==> config.mk <==
export PLATFORM = sky130hd
export DESIGN_NAME = bfl_backlight_flash_regs
export DESIGN_NICKNAME = d
export VERILOG_FILES = /design/src/bfl_backlight_flash_regs.v /design/src/bfl_serial_slave.v
export VERILOG_INCLUDE_DIRS = /design/src
export SDC_FILE = /design/constraint.sdc
export NUM_CORES = 1
export LEC_CHECK = 0
export ABC_CLOCK_PERIOD_IN_PS = 19100
export BUFFER_PORTS_ARGS = -buffer_cell sky130_fd_sc_hd__buf_4
export CORE_MARGIN = 2
export CORE_UTILIZATION = 55
export CTS_BUF_LIST = sky130_fd_sc_hd__clkbuf_4
export DETAILED_ROUTE_END_ITERATION = 8
export PLACE_DENSITY = 0.71
export SETUP_SLACK_MARGIN = 0.3
export SLEW_MARGIN = 20
export SYNTH_ARGS = -nofsm -noshare
export SYNTH_HDL_FRONTEND = slang
export SYNTH_SLANG_ARGS = --single-unit
export TNS_END_PERCENT = 20
==> constraint.sdc <==
create_clock -name clk_i -period 19.1 [get_ports clk_i]
set_input_delay 1.91 -clock clk_i [delete_from_list [all_inputs] [get_ports clk_i]]
set_output_delay 1.91 -clock clk_i [all_outputs]
set_load 0.05 [all_outputs]
==> src/bfl_defs.vh <==
`ifndef BFL_DEFS_VH
`define BFL_DEFS_VH

// serial control bus
`define BFL_DEV_ADDR 7'h11
`define BFL_BYTE_BITS 4'h8

// register offsets
`define BFL_REG_CFG_ONE 8'h02
`define BFL_REG_CFG_TWO 8'h03
`define BFL_REG_BRT_LOW 8'h04
`define BFL_REG_BRT_HIGH 8'h05
`define BFL_REG_FT_CUR 8'h06

// reset values
`define BFL_RST_CFG_ONE 8'h30
`define BFL_RST_CFG_TWO 8'h0d
`define BFL_RST_BRT_LOW 8'h07
`define BFL_RST_BRT_HIGH 8'hff
`define BFL_RST_FT_CUR 8'h3e

// writable masks, reserved bits read zero
`define BFL_MASK_CFG_ONE 8'hf8
`define BFL_MASK_BRT_LOW 8'h07

// field positions
`define BFL_POL_BIT 3
`define BFL_CURVE_BIT 4
`define BFL_FREQ_BIT 7
`define BFL_RAMP_HI 6
`define BFL_RAMP_LO 3
`define BFL_RATE_BIT 2
`define BFL_HYST_HI 1
`define BFL_HYST_LO 0
`define BFL_BRT_LOW_HI 2
`define BFL_TORCH_HI 7
`define BFL_TORCH_LO 4
`define BFL_FLASH_HI 3
`define BFL_FLASH_LO 0

// timing
`define BFL_CLK_MHZ 50
`define BFL_FAST_SAMPLE_MHZ 4
`define BFL_SLOW_SAMPLE_MHZ 1
`define BFL_DUTY_WIN_LAST 12'h7ff
`define BFL_DUTY_FULL 12'h800

// ramp durations in microseconds, by code
`define BFL_RAMP_US_0 24'h00_0000
`define BFL_RAMP_US_1 24'h00_01f4
`define BFL_RAMP_US_2 24'h00_02ee
`define BFL_RAMP_US_3 24'h00_03e8
`define BFL_RAMP_US_4 24'h00_07d0
`define BFL_RAMP_US_5 24'h00_1388
`define BFL_RAMP_US_6 24'h00_2710
`define BFL_RAMP_US_7 24'h00_4e20
`define BFL_RAMP_US_8 24'h00_c350
`define BFL_RAMP_US_9 24'h01_86a0
`define BFL_RAMP_US_10 24'h03_d090
`define BFL_RAMP_US_11 24'h0c_3500
`define BFL_RAMP_US_12 24'h0f_4240
`define BFL_RAMP_US_13 24'h1e_8480
`define BFL_RAMP_US_14 24'h3d_0900
`define BFL_RAMP_US_15 24'h7a_1200

// hysteresis thresholds in duty lsbs
`define BFL_HYST_0 12'h001
`define BFL_HYST_1 12'h002
`define BFL_HYST_2 12'h004
`define BFL_HYST_3 12'h006

// current mapping, units of 1/16 uA
`define BFL_LIN_OFFSET 20'h0_025d
`define BFL_LIN_SLOPE 9'h0c3
`define BFL_EXP_BASE 10'h320
`define BFL_EXP_K 9'h11f

`endif

==> src/bfl_backlight_flash_regs.v <==
`timescale 1ns/1ns
`include "bfl_defs.vh"

// Behaviour
// config one bit 3 inverts PWM input
// config two bit 7 picks boost frequency
// bits 6-3 set fixed brightness ramp time
// config two bit 2 picks PWM sample rate
// bits 1-0 set duty change hysteresis
// low register bits 2-0 are code lsbs
// high register holds upper eight code bits
// code zero turns backlight off
// linear curve: offset plus slope times code
// exponential curve: 50 uA times base^code
// torch current bits 7-4, 25 mA steps
// flash current bits 3-0, 100 mA steps
// registers load documented reset values
// config one bit 4 selects linear/exponential
// PWM enabled scales target by duty
// reserved bits read zero, writes ignored
module bfl_backlight_flash_regs #(
  parameter CYC_PER_US = `BFL_CLK_MHZ
) (
  // clock and reset
  input wire clk_i,
  input wire rstn_i,
  // serial control bus, open drain data
  input wire scl_i,
  input wire sda_i,
  output wire sda_o,
  output wire sda_oe_o,
  // pwm input
  input wire pwm_i,
  input wire pwm_enable_i,
  // backlight controls
  output wire boost_switch_freq_select_o,
  output wire brightness_curve_select_o,
  output reg backlight_on_o,
  output reg ramp_busy_o,
  output reg [10:0] ramp_code_o,
  output reg [19:0] led_current_o,
  output reg [11:0] pwm_duty_o,
  // flash controls
  output wire [3:0] torch_current_level_o,
  output wire [3:0] flash_current_level_o
);

  localparam integer FAST_DIV_RAW = CYC_PER_US / `BFL_FAST_SAMPLE_MHZ;
  localparam integer SLOW_DIV_RAW = CYC_PER_US / `BFL_SLOW_SAMPLE_MHZ;
  localparam [7:0] FAST_DIV = (FAST_DIV_RAW < 1) ? 8'h01 : FAST_DIV_RAW[7:0];
  localparam [7:0] SLOW_DIV = (SLOW_DIV_RAW < 1) ? 8'h01 : SLOW_DIV_RAW[7:0];

  function [23:0] ramp_us;
    input [3:0] code;
    begin
      case (code)
        4'h0: ramp_us = `BFL_RAMP_US_0;
        4'h1: ramp_us = `BFL_RAMP_US_1;
        4'h2: ramp_us = `BFL_RAMP_US_2;
        4'h3: ramp_us = `BFL_RAMP_US_3;
        4'h4: ramp_us = `BFL_RAMP_US_4;
        4'h5: ramp_us = `BFL_RAMP_US_5;
        4'h6: ramp_us = `BFL_RAMP_US_6;
        4'h7: ramp_us = `BFL_RAMP_US_7;
        4'h8: ramp_us = `BFL_RAMP_US_8;
        4'h9: ramp_us = `BFL_RAMP_US_9;
        4'ha: ramp_us = `BFL_RAMP_US_10;
        4'hb: ramp_us = `BFL_RAMP_US_11;
        4'hc: ramp_us = `BFL_RAMP_US_12;
        4'hd: ramp_us = `BFL_RAMP_US_13;
        4'he: ramp_us = `BFL_RAMP_US_14;
        default: ramp_us = `BFL_RAMP_US_15;
      endcase
    end
  endfunction

  function [11:0] hyst_lsbs;
    input [1:0] code;
    begin
      case (code)
        2'h0: hyst_lsbs = `BFL_HYST_0;
        2'h1: hyst_lsbs = `BFL_HYST_1;
        2'h2: hyst_lsbs = `BFL_HYST_2;
        default: hyst_lsbs = `BFL_HYST_3;
      endcase
    end
  endfunction

  // one-hot register select from the bus pointer
  function [4:0] reg_sel;
    input [7:0] addr;
    begin
      case (addr)
        `BFL_REG_CFG_ONE: reg_sel = 5'h01;
        `BFL_REG_CFG_TWO: reg_sel = 5'h02;
        `BFL_REG_BRT_LOW: reg_sel = 5'h04;
        `BFL_REG_BRT_HIGH: reg_sel = 5'h08;
        `BFL_REG_FT_CUR: reg_sel = 5'h10;
        default: reg_sel = 5'h00;
      endcase
    end
  endfunction

  // reset release through two flops
  reg rst_q1;
  reg rst_n;
  always @(posedge clk_i or negedge rstn_i) begin
    if (!rstn_i) begin
      rst_q1 <= 1'b0;
      rst_n <= 1'b0;
    end else begin
      rst_q1 <= 1'b1;
      rst_n <= rst_q1;
    end
  end

  wire wr_en;
  wire [7:0] reg_addr;
  wire [7:0] wdata;
  reg [7:0] rdata;

  bfl_serial_slave u_slave (
    .clk_i(clk_i),
    .rst_n_i(rst_n),
    .scl_i(scl_i),
    .sda_i(sda_i),
    .sda_o(sda_o),
    .sda_oe_o(sda_oe_o),
    .wr_en_o(wr_en),
    .addr_o(reg_addr),
    .wdata_o(wdata),
    .rdata_i(rdata)
  );

  // register file
  reg [7:0] backlight_config_one;
  reg [7:0] backlight_config_two;
  reg [7:0] brightness_code_low_reg;
  reg [7:0] brightness_code_high_reg;
  reg [7:0] flash_torch_current;
  wire [4:0] addr_sel = reg_sel(reg_addr);

  always @(posedge clk_i or negedge rst_n) begin
    if (!rst_n) begin
      backlight_config_one <= `BFL_RST_CFG_ONE;
      backlight_config_two <= `BFL_RST_CFG_TWO;
      brightness_code_low_reg <= `BFL_RST_BRT_LOW;
      brightness_code_high_reg <= `BFL_RST_BRT_HIGH;
      flash_torch_current <= `BFL_RST_FT_CUR;
    end else if (wr_en) begin
      // unmapped offsets are acked by the bus side and dropped here
      if (addr_sel[0]) begin
        backlight_config_one <= wdata & `BFL_MASK_CFG_ONE;
      end
      if (addr_sel[1]) begin
        backlight_config_two <= wdata;
      end
      if (addr_sel[2]) begin
        brightness_code_low_reg <= wdata & `BFL_MASK_BRT_LOW;
      end
      if (addr_sel[3]) begin
        brightness_code_high_reg <= wdata;
      end
      if (addr_sel[4]) begin
        flash_torch_current <= wdata;
      end
    end
  end

  // unmapped offsets read zero, so nothing outside the map leaks out
  always @* begin
    rdata = 8'h00;
    if (addr_sel[0]) begin
      rdata = backlight_config_one;
    end
    if (addr_sel[1]) begin
      rdata = backlight_config_two;
    end
    if (addr_sel[2]) begin
      rdata = brightness_code_low_reg;
    end
    if (addr_sel[3]) begin
      rdata = brightness_code_high_reg;
    end
    if (addr_sel[4]) begin
      rdata = flash_torch_current;
    end
  end

  // field decode
  wire pwm_polarity = backlight_config_one[`BFL_POL_BIT];
  wire brightness_curve_select = backlight_config_one[`BFL_CURVE_BIT];
  wire [3:0] brightness_ramp_time = backlight_config_two[`BFL_RAMP_HI:`BFL_RAMP_LO];
  wire pwm_sample_rate_select = backlight_config_two[`BFL_RATE_BIT];
  wire [1:0] pwm_duty_hysteresis = backlight_config_two[`BFL_HYST_HI:`BFL_HYST_LO];
  wire [2:0] brightness_code_low = brightness_code_low_reg[`BFL_BRT_LOW_HI:0];
  wire [7:0] brightness_code_high = brightness_code_high_reg;
  wire [10:0] brightness_code = {brightness_code_high, brightness_code_low};

  assign boost_switch_freq_select_o = backlight_config_two[`BFL_FREQ_BIT];
  assign brightness_curve_select_o = brightness_curve_select;
  assign torch_current_level_o = flash_torch_current[`BFL_TORCH_HI:`BFL_TORCH_LO];
  assign flash_current_level_o = flash_torch_current[`BFL_FLASH_HI:`BFL_FLASH_LO];

  // pwm sampling enable; rounds down when the clock is not a multiple
  reg [7:0] sample_div;
  reg sample_en;
  wire [7:0] div_last = (pwm_sample_rate_select ? FAST_DIV : SLOW_DIV) - 8'h01;
  always @(posedge clk_i or negedge rst_n) begin
    if (!rst_n) begin
      sample_div <= 8'h00;
      sample_en <= 1'b0;
    end else if (sample_div >= div_last) begin
      sample_div <= 8'h00;
      sample_en <= 1'b1;
    end else begin
      sample_div <= sample_div + 8'h01;
      sample_en <= 1'b0;
    end
  end

  // duty over a fixed window of samples, avoids a divider
  wire pwm_active = pwm_i ^ pwm_polarity;
  reg [11:0] win_cnt;
  reg [11:0] high_cnt;
  wire [11:0] duty_new = high_cnt + {11'h000, pwm_active};
  wire [11:0] duty_diff = (duty_new > pwm_duty_o) ? duty_new - pwm_duty_o
                                                  : pwm_duty_o - duty_new;
  always @(posedge clk_i or negedge rst_n) begin
    if (!rst_n) begin
      win_cnt <= 12'h000;
      high_cnt <= 12'h000;
      pwm_duty_o <= `BFL_DUTY_FULL;
    end else if (!pwm_enable_i) begin
      win_cnt <= 12'h000;
      high_cnt <= 12'h000;
    end else if (sample_en) begin
      if (win_cnt == `BFL_DUTY_WIN_LAST) begin
        win_cnt <= 12'h000;
        high_cnt <= 12'h000;
        if (duty_diff >= hyst_lsbs(pwm_duty_hysteresis)) begin
          pwm_duty_o <= duty_new;
        end
      end else begin
        win_cnt <= win_cnt + 12'h001;
        high_cnt <= duty_new;
      end
    end
  end

  // ramp target, duty full scale is 2^11
  wire [22:0] scaled = brightness_code * pwm_duty_o;
  wire [10:0] target = pwm_enable_i ? scaled[21:11] : brightness_code;

  // fixed-duration ramp: bresenham spreads |delta| steps over the time
  wire [31:0] ramp_cycles = ramp_us(brightness_ramp_time) * CYC_PER_US;
  reg [10:0] last_target;
  reg [10:0] delta;
  reg [31:0] acc;
  wire [31:0] acc_sum = acc + {21'h00_0000, delta};
  always @(posedge clk_i or negedge rst_n) begin
    if (!rst_n) begin
      last_target <= 11'h7ff;
      delta <= 11'h000;
      acc <= 32'h0000_0000;
      ramp_code_o <= 11'h7ff;
      ramp_busy_o <= 1'b0;
    end else if (target != last_target) begin
      // a new code restarts the full ramp time from the present level
      last_target <= target;
      delta <= (target > ramp_code_o) ? target - ramp_code_o : ramp_code_o - target;
      acc <= 32'h0000_0000;
      ramp_busy_o <= 1'b1;
    end else if (ramp_code_o != last_target) begin
      if (ramp_cycles == 32'h0000_0000) begin
        ramp_code_o <= last_target;
      end else if (acc_sum >= ramp_cycles) begin
        acc <= acc_sum - ramp_cycles;
        if (last_target > ramp_code_o) begin
          ramp_code_o <= ramp_code_o + 11'h001;
        end else begin
          ramp_code_o <= ramp_code_o - 11'h001;
        end
      end else begin
        acc <= acc_sum;
      end
    end else begin
      ramp_busy_o <= 1'b0;
    end
  end

  // code to current, units of 1/16 uA; exponential uses 2^x with linear fraction
  wire [19:0] lin_cur = `BFL_LIN_OFFSET + `BFL_LIN_SLOPE * ramp_code_o;
  wire [19:0] exp_x = `BFL_EXP_K * ramp_code_o;
  wire [26:0] exp_m = `BFL_EXP_BASE * {1'b1, exp_x[15:0]};
  wire [19:0] exp_cur = {9'h000, exp_m[26:16]} << exp_x[19:16];
  always @(posedge clk_i or negedge rst_n) begin
    if (!rst_n) begin
      led_current_o <= 20'h0_0000;
      backlight_on_o <= 1'b0;
    end else if (ramp_code_o == 11'h000) begin
      led_current_o <= 20'h0_0000;
      backlight_on_o <= 1'b0;
    end else begin
      led_current_o <= brightness_curve_select ? lin_cur : exp_cur;
      backlight_on_o <= 1'b1;
    end
  end

endmodule // bfl_backlight_flash_regs

==> src/bfl_serial_slave.v <==
`timescale 1ns/1ns
`include "bfl_defs.vh"

module bfl_serial_slave (
  // clock and reset
  input wire clk_i,
  input wire rst_n_i,
  // bus pins
  input wire scl_i,
  input wire sda_i,
  output wire sda_o,
  output reg sda_oe_o,
  // register port
  output reg wr_en_o,
  output reg [7:0] addr_o,
  output reg [7:0] wdata_o,
  input wire [7:0] rdata_i
);

  localparam ST_IDLE = 3'h0;
  localparam ST_ADDR = 3'h1;
  localparam ST_REG = 3'h2;
  localparam ST_WR = 3'h3;
  localparam ST_ACK = 3'h4;
  localparam ST_RD = 3'h5;
  localparam ST_RACK = 3'h6;

  reg scl_q;
  reg sda_q;
  reg [2:0] state;
  reg [2:0] after_ack;
  reg [3:0] cnt;
  reg [7:0] shreg;
  reg [7:0] txsr;
  reg master_ack;

  wire scl_rise = scl_i & ~scl_q;
  wire scl_fall = ~scl_i & scl_q;
  wire start_seen = scl_i & scl_q & sda_q & ~sda_i;
  wire stop_seen = scl_i & scl_q & ~sda_q & sda_i;

  // open drain: only ever pulls low
  assign sda_o = 1'b0;

  always @(posedge clk_i or negedge rst_n_i) begin
    if (!rst_n_i) begin
      scl_q <= 1'b1;
      sda_q <= 1'b1;
      state <= ST_IDLE;
      after_ack <= ST_IDLE;
      cnt <= 4'h0;
      shreg <= 8'h00;
      txsr <= 8'h00;
      master_ack <= 1'b0;
      sda_oe_o <= 1'b0;
      wr_en_o <= 1'b0;
      addr_o <= 8'h00;
      wdata_o <= 8'h00;
    end else begin
      scl_q <= scl_i;
      sda_q <= sda_i;
      wr_en_o <= 1'b0;
      if (start_seen) begin
        state <= ST_ADDR;
        cnt <= 4'h0;
        sda_oe_o <= 1'b0;
      end else if (stop_seen) begin
        state <= ST_IDLE;
        sda_oe_o <= 1'b0;
      end else begin
        case (state)
          ST_ADDR, ST_REG, ST_WR: begin
            if (scl_rise && cnt != `BFL_BYTE_BITS) begin
              shreg <= {shreg[6:0], sda_i};
              cnt <= cnt + 4'h1;
            end else if (scl_fall && cnt == `BFL_BYTE_BITS) begin
              state <= ST_ACK;
              sda_oe_o <= 1'b1;
              if (state == ST_ADDR) begin
                if (shreg[7:1] == `BFL_DEV_ADDR) begin
                  after_ack <= shreg[0] ? ST_RD : ST_REG;
                end else begin
                  // not our address: stay off the line until next start
                  state <= ST_IDLE;
                  sda_oe_o <= 1'b0;
                end
              end else if (state == ST_REG) begin
                addr_o <= shreg;
                after_ack <= ST_WR;
              end else begin
                wdata_o <= shreg;
                wr_en_o <= 1'b1;
                after_ack <= ST_WR;
              end
            end
          end
          ST_ACK: begin
            if (scl_fall) begin
              cnt <= 4'h0;
              sda_oe_o <= 1'b0;
              state <= after_ack;
              if (after_ack == ST_RD) begin
                txsr <= {rdata_i[6:0], 1'b0};
                sda_oe_o <= ~rdata_i[7];
                cnt <= 4'h1;
              end
            end
          end
          ST_RD: begin
            if (scl_fall) begin
              if (cnt == `BFL_BYTE_BITS) begin
                sda_oe_o <= 1'b0;
                state <= ST_RACK;
                addr_o <= addr_o + 8'h01;
              end else begin
                sda_oe_o <= ~txsr[7];
                txsr <= {txsr[6:0], 1'b0};
                cnt <= cnt + 4'h1;
              end
            end
          end
          ST_RACK: begin
            if (scl_rise) begin
              master_ack <= ~sda_i;
            end else if (scl_fall) begin
              if (master_ack) begin
                state <= ST_RD;
                txsr <= {rdata_i[6:0], 1'b0};
                sda_oe_o <= ~rdata_i[7];
                cnt <= 4'h1;
              end else begin
                state <= ST_IDLE;
              end
            end
          end
          default: begin
            state <= ST_IDLE;
          end
        endcase
        // auto increment after each stored data byte
        if (wr_en_o) begin
          addr_o <= addr_o + 8'h01;
        end
      end
    end
  end

endmodule // bfl_serial_slave

==> reports/summary.txt, run 1 <==
Pre-antenna DRT Iters - 7
Clock Tree Buf Depth - 3
Seq/Total Area, Yosys - 18.8%
Setup CP Type - register to register
Ports - 63
multi-input combinational cell area - 21000 µm²
post_cts resized - 0
Setup WS post-layout - 10.37 ns
Clk pin slew, worst setup/hold paths - 0.07 ns
status - finished clean
post-synth cell types - 89
CP max stage cell - dfstp_2
critical path startpoint - ramp_code_o[1]
flops & latches, synth - 212
Initial Util - 55.6%
site row count - 83
number of global-route vias before repair - 24100
Most flops, register - acc
ys flop type - dfrtp_1
Rel. slew slack - 25.8%
most used cell, CP - ha_1
Max Slew Vio Count - 0
Total GRT Usage - 28.6%
area growth from synthesis to layout - 6.27%
gr ovfl total - 0
Worst-Skew Late Latency - 0.81 ns
routed wire length - 75900 µm
CTS root buf - clkbuf_4
EDFF count, synth - 0
Top delay family on crit path - adder cells
Post-CTS Hold Buffers - 0
# Post-CTS Setup Buffers - 0
largest net degree at the start of global routing - 78
Worst R2R Setup Slack - 10.37 ns
Place WS - 10.42 ns
Post-route DRC - 0
DIE AREA - 53600 µm²
HPWL reported at the end of detailed placement - 59700 µm
worst path bufs/invs - 5
Cell Area, Synth - 28500 µm²
Crit Reg-Reg Startpoint - ramp_code_o[1]
Via-to-Cell Ratio - 5.90
first-iteration detailed-routing DRC count - 1715
Die Y - 231 µm
Post-Syn Area per Cell - 8.51 µm²
Synth Instances - 3344
proportion of layout cells with a drive suffix above 1 - 10.6%
initial antenna violation count - 3
CP Depth - 30
CTS tree - yes
CTS sink cnt - 212
setup violators final - 0
Worst setup endpoint - led_current_o[10]
Period minus WS final - 8.73 ns
crit end category - register
Hold Path Depth - 0
Crit Path Max Fanout - 11
Synth area leader - ha_1
WL/cell - 18.5 µm
slew at the pin closest to its max-slew limit - 1.11 ns
maximum clock rate - 114 MHz
max_cap viols - 0
CP startpoint kind - register
largest stage delay on the critical path - 0.69 ns
DR vias - 24200
CTS Buf Count - 59
RR Endpoint - led_current_o[10]
nets - 3938
min-delay worst type - register to register
Ys Warns - 0
arrival time worst endpoint - 9.41 ns
FF-to-FF path depth - 30
Post-synth ARST share - 100%
Routed Antenna Nets - 0
DIE WIDTH - 231 µm
total negative slack - 0 ns
top cells by area, synth - ha_1 (18%), dfrtp_1 (15%), fa_1 (12%)
Hold Worst Slack - 0.358 ns
post-synth top area share - 17.6%
part of the cycle the worst path needs - 45.7%
worst clock skew - 0.0391 ns
number of flip-flops in the largest register - 32
hold violation count in the final report - 0
Critical Path RT - 19.77 ns
GPL Wtd Cong - 0.926
I/O Buffers - 61
top flop regs - acc: 32 flops, led_current_o: 20 flops
H-tree levels - 2
first-pass GRT wire length - 124000 µm
unrepaired setup endpoints after global routing - no
number of fill cells - 4554
Core Region - 51200 µm²
Finished Core Util - 59.1%
flip-flop and latch area - 5370 µm²
final cells by class:
type,instances,share of cell area (%)
Antenna cell,4,0.0331
Clock buffer,95,2.36
Clock inverter,16,0.273
Inverter,446,5.54
Multi-Input combinational cell,2569,69.4
Sequential cell,212,17.7
Tap cell,680,2.81
Timing Repair Buffer,76,1.89
metrics by stage:
step,std cells,instance area [µm²]
4_1_cts,4094,30200
3_3_place_gp,3983,29400
6_report,4098,30200
5_1_grt,4098,30200
3_5_place_dp,3983,29400
2_1_floorplan,3345,28500
placed cells by master (no fill, tap or decap), drive strengths merged, types with 73 or more instances in the layout:
| cell type | count |
|---|---|
| fa | 167 |
| and2 | 91 |
| dfrtp | 166 |
| nor2 | 179 |
| mux2i | 73 |
| buf | 76 |
| nand2 | 281 |
| ha | 401 |
| clkbuf | 95 |
| xnor2 | 110 |
| o21ai | 188 |
| a21oi | 213 |
| inv | 449 |
| mux2 | 86 |
cell families (layout without fill, tap and decap cells):
logic type	after synthesis	in the layout	synth area share [%]
compound gates	732	732	16.4
xor+xnor	176	176	5.42
fa+ha+maj	568	568	29.4
buf+inv	564	633	7.57
flops	212	212	18.8
mux	160	160	6.05
other cells	2	7	0.0264
simple gates	930	930	16.3
synthesized netlist by cell type (65+ instances only):
master,n
inv_1,446
ha_1,401
nand2_1,281
a21oi_1,211
o21ai_0,182
nor2_1,179
fa_1,167
dfrtp_1,166
xnor2_1,110
and2_1,91
clkbuf_1,89
mux2_2,86
mux2i_1,73
nand3_1,70
xor2_1,66
nor3_1,65
how the worst min path moves through the flow:
stage | from | to | slack [ns]
6_report | rst_q1 | rst_n | 0.36
3_5_place_dp | rst_q1 | rst_n | 0.34
3_3_place_gp | rst_q1 | rst_n | 0.34
2_1_floorplan | rst_q1 | rst_n | 0.33
4_1_cts | rst_q1 | rst_n | 0.36
5_1_grt | rst_q1 | rst_n | 0.37
metal layers:
metal / global-route usage [%] / vias to the layer above / wire length (µm)
met4: 9.60 / 2 / 2480
li1: - / 11600 / -
met1: 37.7 / 11800 / 33200
met3: 5.70 / 143 / 4890
met5: 0 / - / 13
met2: 46.9 / 699 / 35300
Power of run 1 is not shown: default switching activity piles up to over one toggle a cycle in this logic, so the estimate is an artifact.
==> inputs of run 2 (changes only) <==
Settings changed: ABC_AREA set to 1, ABC_CLOCK_PERIOD_IN_PS 19100 to 7300, PLACE_DENSITY 0.71 to 0.74.
Clock period 19.1 ns to 7.3 ns, I/O delays scaled along.
==> run 2 against run 1 <==
  * Non-clock buffer count grew 92
  * Via count grew 14%
  * Clock skew grew 0.010 ns
  * Final cell count grew 24%
  * Die area grew 3.5%
  * Sequential share of layout area shrank 1.2 points
  * Hold slack lost 0.14 ns
  * Count of clock-buffer cells in the layout is the same
  * Area after synthesis grew 3.5%
  * Flip-flop and latch count is the same
  * Largest cell class unchanged
==> reports/summary.txt, run 2 <==
Core Region - 52800 µm²
largest family of logic cells by synthesized area - adder cells
Most flops, register - acc
Clk pin slew, worst setup/hold paths - 0.06 ns
Total GRT Usage - 28.0%
Post-Syn Area per Cell - 6.97 µm²
worst clock skew - 0.0495 ns
CP max stage cell - dfstp_4
Ys Warns - 0
arrival time worst endpoint - 7.47 ns
Rel. slew slack - 34.6%
Worst-Skew Late Latency - 0.83 ns
CTS tree - yes
post-synthesis simple-gate area fraction - 25.5%
maximum clock rate - 148 MHz
FF-to-FF path depth - 32
Post-route DRC - 0
min-delay worst type - input pin to async pin
CTS root buf - clkbuf_4
Synth Instances - 4228
first-pass GRT wire length - 130000 µm
Synth Area in XOR/XNOR - 4.34%
site row count - 84
CTS sink cnt - 212
post-synthesis compound-gate area fraction - 11.1%
top cells by area, synth - ha_1 (17%), dfrtp_1 (14%), nand2_1 (13%)
Seq/Total Area, Yosys - 18.2%
most used cell, CP - nand2_1
CP startpoint kind - register
Crit Path Max Fanout - 7
routed wire length - 78600 µm
gr ovfl total - 0
nets - 4931
placed cell count - 4937
ys flop type - dfrtp_1
Crit Reg-Reg Startpoint - brightness_code_high[0]
post-synth top area share - 17.0%
DR vias - 27700
final cell count without fillers - 5096
part of the cycle the worst path needs - 92.7%
Pint - 2.97 mW
setup violators final - 0
Synth area leader - ha_1
PwrDens - 173 nW/µm²
GPL Wtd Cong - 0.958
EDFF count, synth - 0
crit end category - register
most frequent cell after synthesis - nand2_1
total negative slack - 0 ns
H-tree levels - 2
Clock Tree Buf Depth - 3
HPWL reported at the end of detailed placement - 62800 µm
Peak VDD IR - 0.219 mV
Die Y - 235 µm
top flop regs - acc: 32 flops, led_current_o: 20 flops
Setup CP Type - register to register
first-iteration detailed-routing DRC count - 1706
Period minus WS final - 6.77 ns
Finished Core Util - 61.7%
Leak - 18.5 nW
DIE AREA - 55400 µm²
Routed Antenna Nets - 0
Clk network pwr share - 20.7%
Net Sw Frac - 47.3%
Pre-antenna DRT Iters - 5
Max Slew Vio Count - 0
proportion of layout cells with a drive suffix above 1 - 10.5%
initial antenna violation count - 1
Cell Area, Synth - 29500 µm²
commonest non-fill, non-tap cell in the layout - nand2_1
unrepaired setup endpoints after global routing - yes
largest stage delay on the critical path - 0.67 ns
sw power - 2.67 mW
area growth from synthesis to layout - 10.4%
number of global-route vias before repair - 26500
WL/cell - 15.4 µm
RR Endpoint - delta[10]
largest net degree at the start of global routing - 65
hold violation count in the final report - 0
status - finished clean
post-synth cell types - 58
Worst R2R Setup Slack - 0.53 ns
Via-to-Cell Ratio - 5.43
slew at the pin closest to its max-slew limit - 0.972 ns
I/O Buffers - 61
Initial Util - 55.8%
CTS Buf Count - 60
number of fill cells - 4964
most frequent cells in the layout - nand2_1 (1031), inv_1 (817), ha_1 (379), nand3_1 (268), nor2_1 (224)
mux cell area share after synthesis - 0.263%
share of power burned in registers - 24.3%
Post-synth ARST share - 100%
DIE WIDTH - 235 µm
Ports - 63
Synth top cells by count - nand2_1 (1049), inv_1 (821), ha_1 (401), nand3_1 (271), nor2_1 (239)
number of flip-flops in the largest register - 32
flops & latches, synth - 212
max_cap viols - 0
Combinational Power Share - 55.0%
post-synthesis adder-cell area fraction - 28.4%
Critical Path RT - 8.00 ns
run 2: power groups by stage:
stage / sequential (mW) / combinational [mW] / clock (mW)
6_report: 1.37 / 3.10 / 1.17
5_1_grt: 1.38 / 3.46 / 1.27
4_1_cts: 1.37 / 2.87 / 1.21
3_5_place_dp: 1.39 / 2.84 / 0
3_3_place_gp: 1.39 / 2.83 / 0
2_1_floorplan: 1.50 / 2.05 / 0
run 2: layout make-up:
type	count	area [µm²]	area share (%)
clock inverters	17	101	0.311
repair buffers	168	1310	4.01
well taps	688	861	2.65
inverters	833	3130	9.62
clock buffers	95	713	2.19
flip-flops and latches	212	5390	16.6
multi-input cells	3082	21000	64.6
diodes	1	2.50	0.00769
run 2: kinds of logic after synthesis:
family,after synthesis
fa+ha+maj,568
compound gates,590
mux,7
flops,212
simple gates,1768
xor+xnor,146
buf+inv,935
other cells,2
run 2: how the worst max path moves through the flow:
stage / slack, ns / start / cells after the start / end
floorplan: 0.36 / pwm_duty_o[1] / 33 / delta[10]
global placement: 0.21 / ramp_code_o[7] / 31 / led_current_o[18]
detailed placement: 0.17 / ramp_code_o[7] / 31 / led_current_o[14]
CTS: 0.29 / pwm_duty_o[4] / 33 / delta[10]
global route: 0.22 / ramp_code_o[9] / 33 / led_current_o[17]
finish: 0.53 / brightness_code_high[0] / 32 / delta[10]
run 2: critical path: cells and delay by family, from the launching register on:
family	cells	cell delay (ns)
AO/OA/AOI/OAI	6	0.84
adder cells (fa/ha/maj)	7	3.08
buffers and inverters	6	0.57
flip-flops	1	0.67
multiplexers	1	0.33
AND/OR/NAND/NOR	12	1.16
run 2: metrics by stage:
stage	hold WS, ns	power, mW	cell area (µm²)	setup slack (ns)
floorplan	0.331	3.55	29500	0.361
global placement	0.335	4.22	30800	0.210
detailed placement	0.338	4.23	30800	0.175
CTS	0.148	5.44	31700	0.291
global route	0.167	6.12	32500	0.224
finish	0.220	5.64	32500	0.531
run 2: repair_timing:
item                                    4_1_cts  5_1_grt
hold endpoints to repair                      4        0
gates cloned                                  0        1
pin swaps                                     2       27
endpoints found under the setup margin       24       69
resized for setup                             2      149
setup buffers                                 9       33
hold buffers                                  3        0
run 2: metal layers:
metal | vias to the layer above | GRT usage (%) | wire length (µm)
met5 | - | 0 | 0
met4 | 0 | 8.67 | 2020
met3 | 129 | 4.15 | 4810
met2 | 798 | 45.7 | 35700
met1 | 12900 | 38.4 | 36000
li1 | 13800 | - | -
No activity file was read; power rests on OpenSTA's default activity.
